### src/common/pftr_pkg.sv
// Package: register map, field layout, reset values and timing for the phase and flight-time readout
package pftr_pkg;
  // Register addresses on the register port
  localparam logic [7:0] PFTR_ADDR_CTRL      = 8'h03;
  localparam logic [7:0] PFTR_ADDR_PHASE     = 8'h3b;
  localparam logic [7:0] PFTR_ADDR_FLT_LOW   = 8'h7d;
  localparam logic [7:0] PFTR_ADDR_FLT_MID   = 8'h7e;
  localparam logic [7:0] PFTR_ADDR_FLT_HIGH  = 8'h7f;
  // Control register field positions
  localparam int PFTR_BIT_FLT_EN    = 7;
  localparam int PFTR_BIT_RSVD      = 6;
  localparam int PFTR_BIT_PHASE_EN  = 5;
  localparam int PFTR_BIT_IF_INV    = 4;
  localparam int PFTR_BIT_SHAPE     = 3;
  localparam int PFTR_RATE_MSB      = 2;
  // Reset values
  localparam logic [7:0] PFTR_CTRL_RST   = 8'h09;
  localparam logic [7:0] PFTR_RESULT_RST = 8'h00;
  // Writable mask of the control register; bit 6 stays zero
  localparam logic [7:0] PFTR_CTRL_WMASK = 8'hbf;
  // Timing at the 125 MHz system clock
  localparam int PFTR_CLK_PERIOD_PS  = 8000;
  localparam int PFTR_REF_PERIOD_PS  = 62500;
  localparam int PFTR_PHASE_UPD_NS   = 8000;
  // Reference tick: 16 MHz from 125 MHz, accumulated fractionally (16/125)
  localparam int PFTR_REF_NUM        = 16;
  localparam int PFTR_REF_DEN        = 125;
  // Phase refresh period in system cycles (longest time rounds down)
  localparam int PFTR_PHASE_UPD_CYC  = (PFTR_PHASE_UPD_NS * 1000) / PFTR_CLK_PERIOD_PS;
  // Flight counter width
  localparam int PFTR_FLT_W          = 24;
endpackage : pftr_pkg

### src/rtl/pftr_readout.sv
// Phase and flight-time result registers with the shared radio control register
// Overview of operation
// RQ1 - Flight-time bits 23..16 read at 0x7F, read-only.
// RQ2 - Flight-time counter advances once per 16 MHz reference period.
// RQ3 - Result registers are read-only, full 8-bit range, zero after reset.
// RQ4 - Control 0x03 holds rate select [2:0], shaping bit 3, reset 1001.
// RQ5 - Phase unit measures received phase against internal low-IF reference.
// RQ6 - Phase result at 0x3B, refreshed every 8 us.
// RQ7 - Control bit 5 enables phase measurement; resets to 0.
// RQ8 - Control bit 4 selects normal or inverse IF position; resets to 0.
// RQ9 - Flight-time bits 7..0 at 0x7D, 15..8 at 0x7E, when enabled.
// RQ10 - Control bit 6 reserved: reads 0, writes ignored.
`timescale 1ns/1ns
`default_nettype none
module pftr_readout (
  // Clock and reset
  input  wire logic                 clk,
  input  wire logic                 nrst,
  // Register port (byte access from the serial front end)
  input  wire logic                 reg_wr,
  input  wire logic                 reg_rd,
  input  wire logic [7:0]           reg_addr,
  input  wire logic [7:0]           reg_wdata,
  output logic      [7:0]           reg_rdata,
  output logic                      reg_rvalid,
  // Receiver low-IF phase samples
  input  wire logic [7:0]           rx_phase,
  input  wire logic [7:0]           ref_phase,
  // Flight-time start and stop pins, asynchronous
  input  wire logic                 flight_start,
  input  wire logic                 flight_stop,
  // Control fields to the clock output and receiver
  output logic      [2:0]           clk_out_rate_sel,
  output logic                      clk_out_shaping_sel,
  output logic                      if_position_invert,
  output logic                      phase_meas_enable,
  output logic                      flight_time_enable
);
  import pftr_pkg::*;

  logic [7:0]            ctrl_q, ctrl_d;
  logic [7:0]            phase_q, phase_d;
  logic [15:0]           upd_cnt_q, upd_cnt_d;
  logic [7:0]            frac_q, frac_d;
  logic [PFTR_FLT_W-1:0] flt_cnt_q, flt_cnt_d;
  logic [PFTR_FLT_W-1:0] flt_res_q, flt_res_d;
  logic                  running_q, running_d;
  logic                  start_s, stop_s, start_prev_q, stop_prev_q;
  logic                  ref_tick;
  logic [7:0]            rdata_q, rdata_d;
  logic                  rvalid_q, rvalid_d;

  // Start and stop pins come from outside the clock domain
  pftr_sync3 u_sync_start (
    .clk  (clk),
    .nrst (nrst),
    .d    (flight_start),
    .q    (start_s)
  );
  pftr_sync3 u_sync_stop (
    .clk  (clk),
    .nrst (nrst),
    .d    (flight_stop),
    .q    (stop_s)
  );

  // Control register: bit 6 forced low so it never stores
  always_comb begin
    ctrl_d = ctrl_q;
    if (reg_wr && reg_addr == PFTR_ADDR_CTRL) begin
      ctrl_d = reg_wdata & PFTR_CTRL_WMASK; // RQ4 RQ7 RQ8 RQ10
    end
  end

  // Phase unit: difference of received and reference phase, inverted IF flips sign
  always_comb begin
    phase_d   = phase_q;
    upd_cnt_d = upd_cnt_q;
    if (!ctrl_q[PFTR_BIT_PHASE_EN]) begin
      upd_cnt_d = 16'h0000; // RQ7
    end else if (upd_cnt_q == 16'(PFTR_PHASE_UPD_CYC - 1)) begin
      upd_cnt_d = 16'h0000;
      if (ctrl_q[PFTR_BIT_IF_INV]) begin
        phase_d = ref_phase - rx_phase; // RQ5 RQ8
      end else begin
        phase_d = rx_phase - ref_phase; // RQ5 RQ6
      end
    end else begin
      upd_cnt_d = upd_cnt_q + 16'h0001;
    end
  end

  // Fractional accumulator gives one tick per 16 MHz reference period on average
  // Ticks land on system edges, so single periods jitter by one 8 ns cycle; long counts stay exact
  always_comb begin
    if (frac_q + 8'(PFTR_REF_NUM) >= 8'(PFTR_REF_DEN)) begin
      frac_d   = frac_q + 8'(PFTR_REF_NUM) - 8'(PFTR_REF_DEN);
      ref_tick = 1'b1;
    end else begin
      frac_d   = frac_q + 8'(PFTR_REF_NUM);
      ref_tick = 1'b0;
    end
  end

  // Flight-time counter: start edge clears and runs, stop edge latches result
  always_comb begin
    flt_cnt_d = flt_cnt_q;
    flt_res_d = flt_res_q;
    running_d = running_q;
    if (!ctrl_q[PFTR_BIT_FLT_EN]) begin
      running_d = 1'b0;
    end else if (start_s && !start_prev_q) begin
      flt_cnt_d = '0;
      running_d = 1'b1;
    end else if (running_q && stop_s && !stop_prev_q) begin
      flt_res_d = flt_cnt_q; // RQ1 RQ9
      running_d = 1'b0;
    end else if (running_q && ref_tick) begin
      flt_cnt_d = flt_cnt_q + 24'h000001; // RQ2
    end
  end

  // Read mux; results are read-only, writes to them are dropped
  always_comb begin
    rdata_d  = 8'h00;
    rvalid_d = reg_rd;
    if (reg_rd) begin
      case (reg_addr)
        PFTR_ADDR_CTRL:     rdata_d = ctrl_q;
        PFTR_ADDR_PHASE:    rdata_d = phase_q; // RQ3 RQ6
        PFTR_ADDR_FLT_LOW:  rdata_d = ctrl_q[PFTR_BIT_FLT_EN] ? flt_res_q[7:0] : 8'h00; // RQ9
        PFTR_ADDR_FLT_MID:  rdata_d = ctrl_q[PFTR_BIT_FLT_EN] ? flt_res_q[15:8] : 8'h00; // RQ9
        PFTR_ADDR_FLT_HIGH: rdata_d = ctrl_q[PFTR_BIT_FLT_EN] ? flt_res_q[23:16] : 8'h00; // RQ1
        default:            rdata_d = 8'h00;
      endcase
    end
  end

  // All state registers
  always_ff @(posedge clk or negedge nrst) begin
    if (!nrst) begin
      ctrl_q       <= PFTR_CTRL_RST; // RQ4
      phase_q      <= PFTR_RESULT_RST; // RQ3
      upd_cnt_q    <= 16'h0000;
      frac_q       <= 8'h00;
      flt_cnt_q    <= '0;
      flt_res_q    <= '0; // RQ3
      running_q    <= 1'b0;
      start_prev_q <= 1'b0;
      stop_prev_q  <= 1'b0;
      rdata_q      <= 8'h00;
      rvalid_q     <= 1'b0;
    end else begin
      ctrl_q       <= ctrl_d;
      phase_q      <= phase_d;
      upd_cnt_q    <= upd_cnt_d;
      frac_q       <= frac_d;
      flt_cnt_q    <= flt_cnt_d;
      flt_res_q    <= flt_res_d;
      running_q    <= running_d;
      start_prev_q <= start_s;
      stop_prev_q  <= stop_s;
      rdata_q      <= rdata_d;
      rvalid_q     <= rvalid_d;
    end
  end

  // Outputs straight from flip-flops
  assign reg_rdata           = rdata_q;
  assign reg_rvalid          = rvalid_q;
  assign clk_out_rate_sel    = ctrl_q[PFTR_RATE_MSB:0];
  assign clk_out_shaping_sel = ctrl_q[PFTR_BIT_SHAPE];
  assign if_position_invert  = ctrl_q[PFTR_BIT_IF_INV];
  assign phase_meas_enable   = ctrl_q[PFTR_BIT_PHASE_EN];
  assign flight_time_enable  = ctrl_q[PFTR_BIT_FLT_EN];

  // Checks
  localparam int UPD_CYC = PFTR_PHASE_UPD_CYC;
endmodule : pftr_readout
`default_nettype wire

### src/rtl/pftr_sync3.sv
// Three-stage input synchroniser with agreement filter on stages two and three
`timescale 1ns/1ns
`default_nettype none
module pftr_sync3 (
  // Clock and reset
  input  wire logic clk,
  input  wire logic nrst,
  // Asynchronous input and filtered level
  input  wire logic d,
  output logic      q
);
  logic [2:0] s_q;
  logic [2:0] s_d;
  logic       q_d;
  logic       out_q;

  // Shift and accept a change only once stage two and three agree
  always_comb begin
    s_d = {s_q[1:0], d};
    q_d = (s_q[2] == s_q[1]) ? s_q[2] : out_q;
  end

  always_ff @(posedge clk or negedge nrst) begin
    if (!nrst) begin
      s_q   <= 3'h0;
      out_q <= 1'b0;
    end else begin
      s_q   <= s_d;
      out_q <= q_d;
    end
  end

  assign q = out_q;
endmodule : pftr_sync3
`default_nettype wire
### config.mk
export PLATFORM = sky130hd
export DESIGN_NAME = pftr_readout
export DESIGN_NICKNAME = d
export VERILOG_FILES = /design/src/common/pftr_pkg.sv /design/src/rtl/pftr_readout.sv /design/src/rtl/pftr_sync3.sv
export SDC_FILE = /design/constraint.sdc
export NUM_CORES = 1
export LEC_CHECK = 0
export BUFFER_PORTS_ARGS = -buffer_cell sky130_fd_sc_hd__buf_2
export CELL_PAD_IN_SITES_DETAIL_PLACEMENT = 1
export CELL_PAD_IN_SITES_GLOBAL_PLACEMENT = 1
export CORE_ASPECT_RATIO = 1.2
export CORE_MARGIN = 5
export CORE_UTILIZATION = 43
export DETAILED_ROUTE_END_ITERATION = 6
export PLACE_DENSITY = 0.83
export SLEW_MARGIN = 20
export SYNTH_ARGS = -nofsm -noshare
export SYNTH_HDL_FRONTEND = slang
export SYNTH_SLANG_ARGS = --single-unit
### constraint.sdc
create_clock -name clk -period 2.17 [get_ports clk]
set_input_delay 0 -clock clk [delete_from_list [all_inputs] [get_ports clk]]
set_output_delay 0 -clock clk [all_outputs]
set_load 0.02 [all_outputs]
Yosys cells after proc, flatten, opt, wreduce, memory -nomap -nowiden
Index checks and enable logic that the tools add are counted.
Operators by class
  bitwise gates (word level): 1
  reduce and logical (&&, ||, !) cells: 11
  mux-type cells: 16
  magnitude comparators: 1
  equal/unequal tests: 10
  add/subtract/negate cells: 6
Operators with widths (count)
  $mux W24: 3
  $mux W8: 6
  $pmux W8 S5: 1
  $mux W16: 2
  $add A24 B1 Y24 const B: 1
  $eq A8 B7 Y1 const B: 3
  $add A16 B1 Y16 const B: 1
  $eq A16 B10 Y1 const B: 1
  $sub A8 B8 Y8: 2
  $add A8 B5 Y8 const B: 1
  $eq A8 B2 Y1 const B: 1
  $eq A8 B6 Y1 const B: 1
  $ge A8 B7 Y1 const B: 1
  $sub A8 B7 Y8 const B: 1
  $reduce_and A3 Y1: 2
  $logic_and A1 B1 Y1: 5
  $mux W1: 4
  $ne A3 B1 Y1 const B: 1
  $eq A1 B1 Y1: 2
  $logic_not A1 Y1: 2
  $ne A2 B2 Y1 const B: 1
  $reduce_and A2 Y1: 1
  $reduce_bool A2 Y1: 1
  $not A1 Y1: 1
Word-level totals
  register bits: 107

Depth between registers and ports, before layout
  word-level depth: 7
  mapped depth: 9

Modules after synthesis
Synthesis repeated with hierarchy kept, for this count alone.
Second synthesis, totals
  cells, all modules: 528
  area, all modules: 5521.5 µm²
Modules (own cells, without submodules)
  pftr_readout: times used 1, seq. area each 2479.9 µm², cells each 518, area each 5298.8 µm²
  pftr_sync3: times used 2, seq. area each 100.1 µm², cells each 5, area each 111.4 µm²

Least setup slack after synthesis
No wires, ideal clock.
  path kind: register to register
  start: register ctrl_q[4]
  end: register phase_q[7]
  data required time: 2046 ps
  clock period less this slack: 2034 ps
  arrival: 1910 ps
  setup time: 124 ps
  slack: 136 ps
  buffers on the path: 1
  cell stages (with the launch flop): 7
  cells stage by stage: dfrtp_1 buf_2 mux2_1 a21o_1 a32oi_1 mux2_1 o31a_1
Between the ends
  cells in the longest elaborated chain, start to end: 1
RTL lines
  start, declared: line pftr_readout.sv:41  | logic [7:0] ctrl_q, ctrl_d;
  start signal, assigned: line pftr_readout.sv:154  | ctrl_q <= ctrl_d;
  $mux W8: line pftr_readout.sv:83  | if (ctrl_q[PFTR_BIT_IF_INV]) begin
  end signal, assigned: line pftr_readout.sv:155  | phase_q <= phase_d;
  end, declared: line pftr_readout.sv:42  | logic [7:0] phase_q, phase_d;
No other way between the ends.
A chain may end at the register's enable or synchronous reset.

Worst setup path after layout
  start: register frac_q[4]
  end: register flt_cnt_q[12]
Between the ends
  cells in the longest elaborated chain, start to end: 6
RTL lines
  start, declared: line pftr_readout.sv:44  | logic [7:0] frac_q, frac_d;
  start signal, assigned: line pftr_readout.sv:157  | frac_q <= frac_d;
  $add A8 B5 Y8: line pftr_readout.sv:96  | if (frac_q + 8'(PFTR_REF_NUM) >= 8'(PFTR_REF_DEN)) begin
  $ge A8 B7 Y1: line pftr_readout.sv:96
  $mux W1: line pftr_readout.sv:96
  $logic_and A1 B1 Y1: line pftr_readout.sv:118  | end else if (running_q && ref_tick) begin
  $reduce_bool A2 Y1 (no line)
  $reduce_and A3 Y1 (no line)
  end signal, assigned: line pftr_readout.sv:158  | flt_cnt_q <= flt_cnt_d;
  end, declared: line pftr_readout.sv:45  | logic [PFTR_FLT_W-1:0] flt_cnt_q, flt_cnt_d;
No other way between the ends.

==> flow_metrics.tcl <==
set metrics [dict create \
    wire_per_inst_um 19.33 \
    num_vias 4386 \
    grt_pass1_wl_um 25010 \
    synth_edf_count 0 \
    synth_area_per_cell_um2 10.70 \
    seqPwrFrac 0.501 \
    coreArea_um2 12720 \
    critPathCaptureType "flop" \
    grt_usage 0.2032 \
    leakage_uw 0.003117 \
    syn_area_um2 5584 \
    final_cell_mix "dfrtp_1 (105), buf_2 (51), nand2_1 (39), nor2_1 (39), mux2_2 (32)" \
    clock_power_share 0.414 \
    dp_slack_ns -0.05111 \
    antenna_found_initial 0 \
    root_buffer "clkbuf_16" \
    pin_count 54 \
    async_flop_share 1.000 \
    cp_data_required_time_ns 2.38 \
    grt_overflow 0 \
    skew_ns 0.008644 \
    clk_pin_slew_worst_paths_ns 0.07 \
    rsz0062_at_grt "yes" \
    layout_commonest_cell "dfrtp_1" \
    holdPathEnd "reg_rdata[6]" \
    swShare 0.2344 \
    hp-start "reg_addr[7]" \
    outcome "complete, no violations" \
    setup_viol 0 \
    wirelength_um 14960 \
    grt_pass1_vias 5007 \
    ys_seq_area_frac 0.4799 \
    timing.rr.start "frac_q[4]" \
    start_util 0.4388 \
    vias_per_cell 5.667 \
    grt_start_max_net_pins 53 \
    syn_inst 522 \
    utilization 0.5211 \
    hold_class "in -> reg" \
    place_congestion 0.8179 \
    cp-start-kind "flop" \
    timing.final.crit_period_ns 2.100 \
    p_int_uw 3127 \
    synth_warnings 0 \
    tightest_slew_ns 0.7222 \
    rows 45 \
    die_h_um 134.8 \
    r2r_end "flt_cnt_q[12]" \
    reg2reg_setup_slack_ns 0.07 \
    clockBufferDepth 2 \
    nNetsFinal 665 \
    p_per_area_nw_per_um2 615.9 \
    synth_nets 582 \
    power_uw 4084 \
    cts_buffers 9 \
    synthFlopType "dfrtp_1" \
    fmax_mhz 476.1 \
    final_cell_area_um2 6631 \
    crit_fanout 4 \
    die-area_um2 15380 \
    clk_latency_ns 0.35 \
    drive_gt1_frac 0.2262 \
    maxCapViolCount 0 \
    fin_cells 774 \
    first_pass_iters 4 \
    switching_power_uw 957.4 \
    slew_violations 0 \
    cts_sinks 107 \
    power_frac_comb 0.085 \
    dpl.hpwl_um 10660 \
    reg2reg_depth 6 \
    drc 0 \
    worst-endpoint-arrival_ns 2.31 \
    ctsHtreeMaxLevel 3 \
    criticalPathCategory "reg -> reg" \
    ant_nets 0 \
    ys_seq_elements 107 \
    min_period_over_period 0.9679 \
    holdPathStages 4 \
    hold_viol 0 \
    area_growth_pct 18.75 \
    drt_iter0_markers 164 \
    slew_headroom 0.5185 \
    max-vdd-ir-drop_mv 0.3073 \
    numPortBuffers 52 \
    die_x_um 114.0 \
    cts_tree "built" \
    dp_cells 744 \
    synth.distinct_cells 67 \
    place_area_um2 6156 \
    fin_ws_ns 0.06973 \
    antenna_cells 0 \
]
[power groups by stage]
stage	Clock, µW	Combinational (µW)	Sequential, µW
2_1_floorplan	0	156	2090
3_3_place_gp	0	312	2080
3_5_place_dp	0	330	2080
4_1_cts	1720	349	2050
5_1_grt	1810	390	2050
6_report	1690	347	2050
[stage by stage]
| stage | hold WS [ns] | TNS (ns) |
|---|---|---|
| CTS | 0.03841 | 0 |
| floorplan | -0.2956 | 0 |
| detailed placement | 0.09865 | -0.2577 |
| global route | 0.07282 | -0.1547 |
| finish | 0.04502 | 0 |
| global placement | 0.09177 | 0 |
[routing by layer]
layer | share of wire | vias up | global-route usage
met5 | 0 | - | 0
met4 | 0.017 | 0 | 0.06733
met3 | 0.039 | 15 | 0.03631
met2 | 0.54 | 88 | 0.3724
met1 | 0.41 | 2239 | 0.2375
li1 | - | 2044 | -
[state kept, by name (all words and copies together) (netlist names)]
name              cells
start_prev_q          1
flt_res_q            24
upd_cnt_q            16
reg_rdata             8
ctrl_q                7
running_q             1
reg_rvalid            1
u_sync_stop.s_q       3
phase_q               8
stop_prev_q           1
u_sync_start.s_q      3
u_sync_stop.q         1
flt_cnt_q            24
frac_q                8
u_sync_start.q        1
[area by class of cell]
cell class | instances | area [µm²]
clock buffers | 12 | 256.5
clock inverters | 4 | 48.80
fillers | 1441 | 6093
inverters | 23 | 86.33
multi-input cells | 375 | 2771
flip-flops and latches | 107 | 2680
well taps | 164 | 205.2
repair buffers | 89 | 583.1
[how the worst max path moves through the flow]
stage,from,to,cells past startpoint
detailed placement,frac_q[4],flt_cnt_q[3],6
finish,frac_q[4],flt_cnt_q[12],6
global route,frac_q[4],flt_cnt_q[12],6
CTS,frac_q[4],flt_cnt_q[13],7
global placement,frac_q[4],flt_cnt_q[9],6
floorplan,ctrl_q[4],phase_q[7],6
[worst max-delay path, cell delays in order (launching register included)]
cell and delay, ns:
dfrtp_1 0.41, ha_1 0.22, xnor2_1 0.15, nand4bb_1 0.29
a2111oi_1 0.59, xnor2_1 0.22, nor2_1 0.07
[what timing repair did]
action | CTS | global route
hold buffers | 12 | 0
setup endpoints to repair | 7 | 9
resized for setup | 3 | 5
hold endpoints to repair | 66 | 0
setup buffers | 0 | 2
pin swaps | 0 | 1
[cell families (layout without fill, tap and decap cells)]
family	after synthesis	after routing	synth area share
XOR/XNOR	32	32	0.05019
AND/OR/NAND/NOR	181	181	0.1766
flip-flops	107	107	0.4799
adder cells (fa/ha/maj)	24	24	0.05557
AO/OA/AOI/OAI	90	90	0.1118
buffers and inverters	40	128	0.03002
multiplexers	48	48	0.09590
[cells in the mapped netlist, types with 2 or more instances]
| cell type | n | area share |
|---|---|---|
| a21oi_1 | 18 | 0.016 |
| o22ai_1 | 3 | 0.0034 |
| or4_1 | 12 | 0.016 |
| nor2_1 | 39 | 0.026 |
| o211ai_2 | 2 | 0.0045 |
| mux2_2 | 32 | 0.065 |
| mux2i_1 | 4 | 0.0072 |
| nor3_1 | 6 | 0.0054 |
| ha_1 | 20 | 0.045 |
| nand2b_1 | 4 | 0.0045 |
| maj3_1 | 2 | 0.0036 |
| fa_1 | 2 | 0.0072 |
| nor2b_1 | 7 | 0.0078 |
| or2_1 | 2 | 0.0022 |
| o31ai_1 | 5 | 0.0067 |
| nand2_1 | 39 | 0.026 |
| dfstp_2 | 2 | 0.0094 |
| mux2_1 | 12 | 0.024 |
| o21a_1 | 7 | 0.0094 |
| a22oi_1 | 8 | 0.011 |
| nor4b_1 | 2 | 0.0031 |
| o211ai_1 | 7 | 0.0094 |
| or3_1 | 8 | 0.0090 |
| dfrtp_1 | 105 | 0.47 |
| nand3b_1 | 2 | 0.0027 |
| and3_1 | 9 | 0.010 |
| a22o_1 | 7 | 0.011 |
| inv_1 | 23 | 0.015 |
| xor2_1 | 12 | 0.019 |
| nand4_1 | 9 | 0.010 |
| xnor2_1 | 20 | 0.031 |
| o21ai_1 | 2 | 0.0018 |
| clkbuf_1 | 8 | 0.0054 |
| and2_1 | 4 | 0.0045 |
| o21ai_0 | 16 | 0.014 |
| and4_1 | 3 | 0.0047 |
| nand3_1 | 20 | 0.018 |
| buf_2 | 8 | 0.0072 |
| nor4_1 | 3 | 0.0034 |
(Power assumes the default switching activity.)
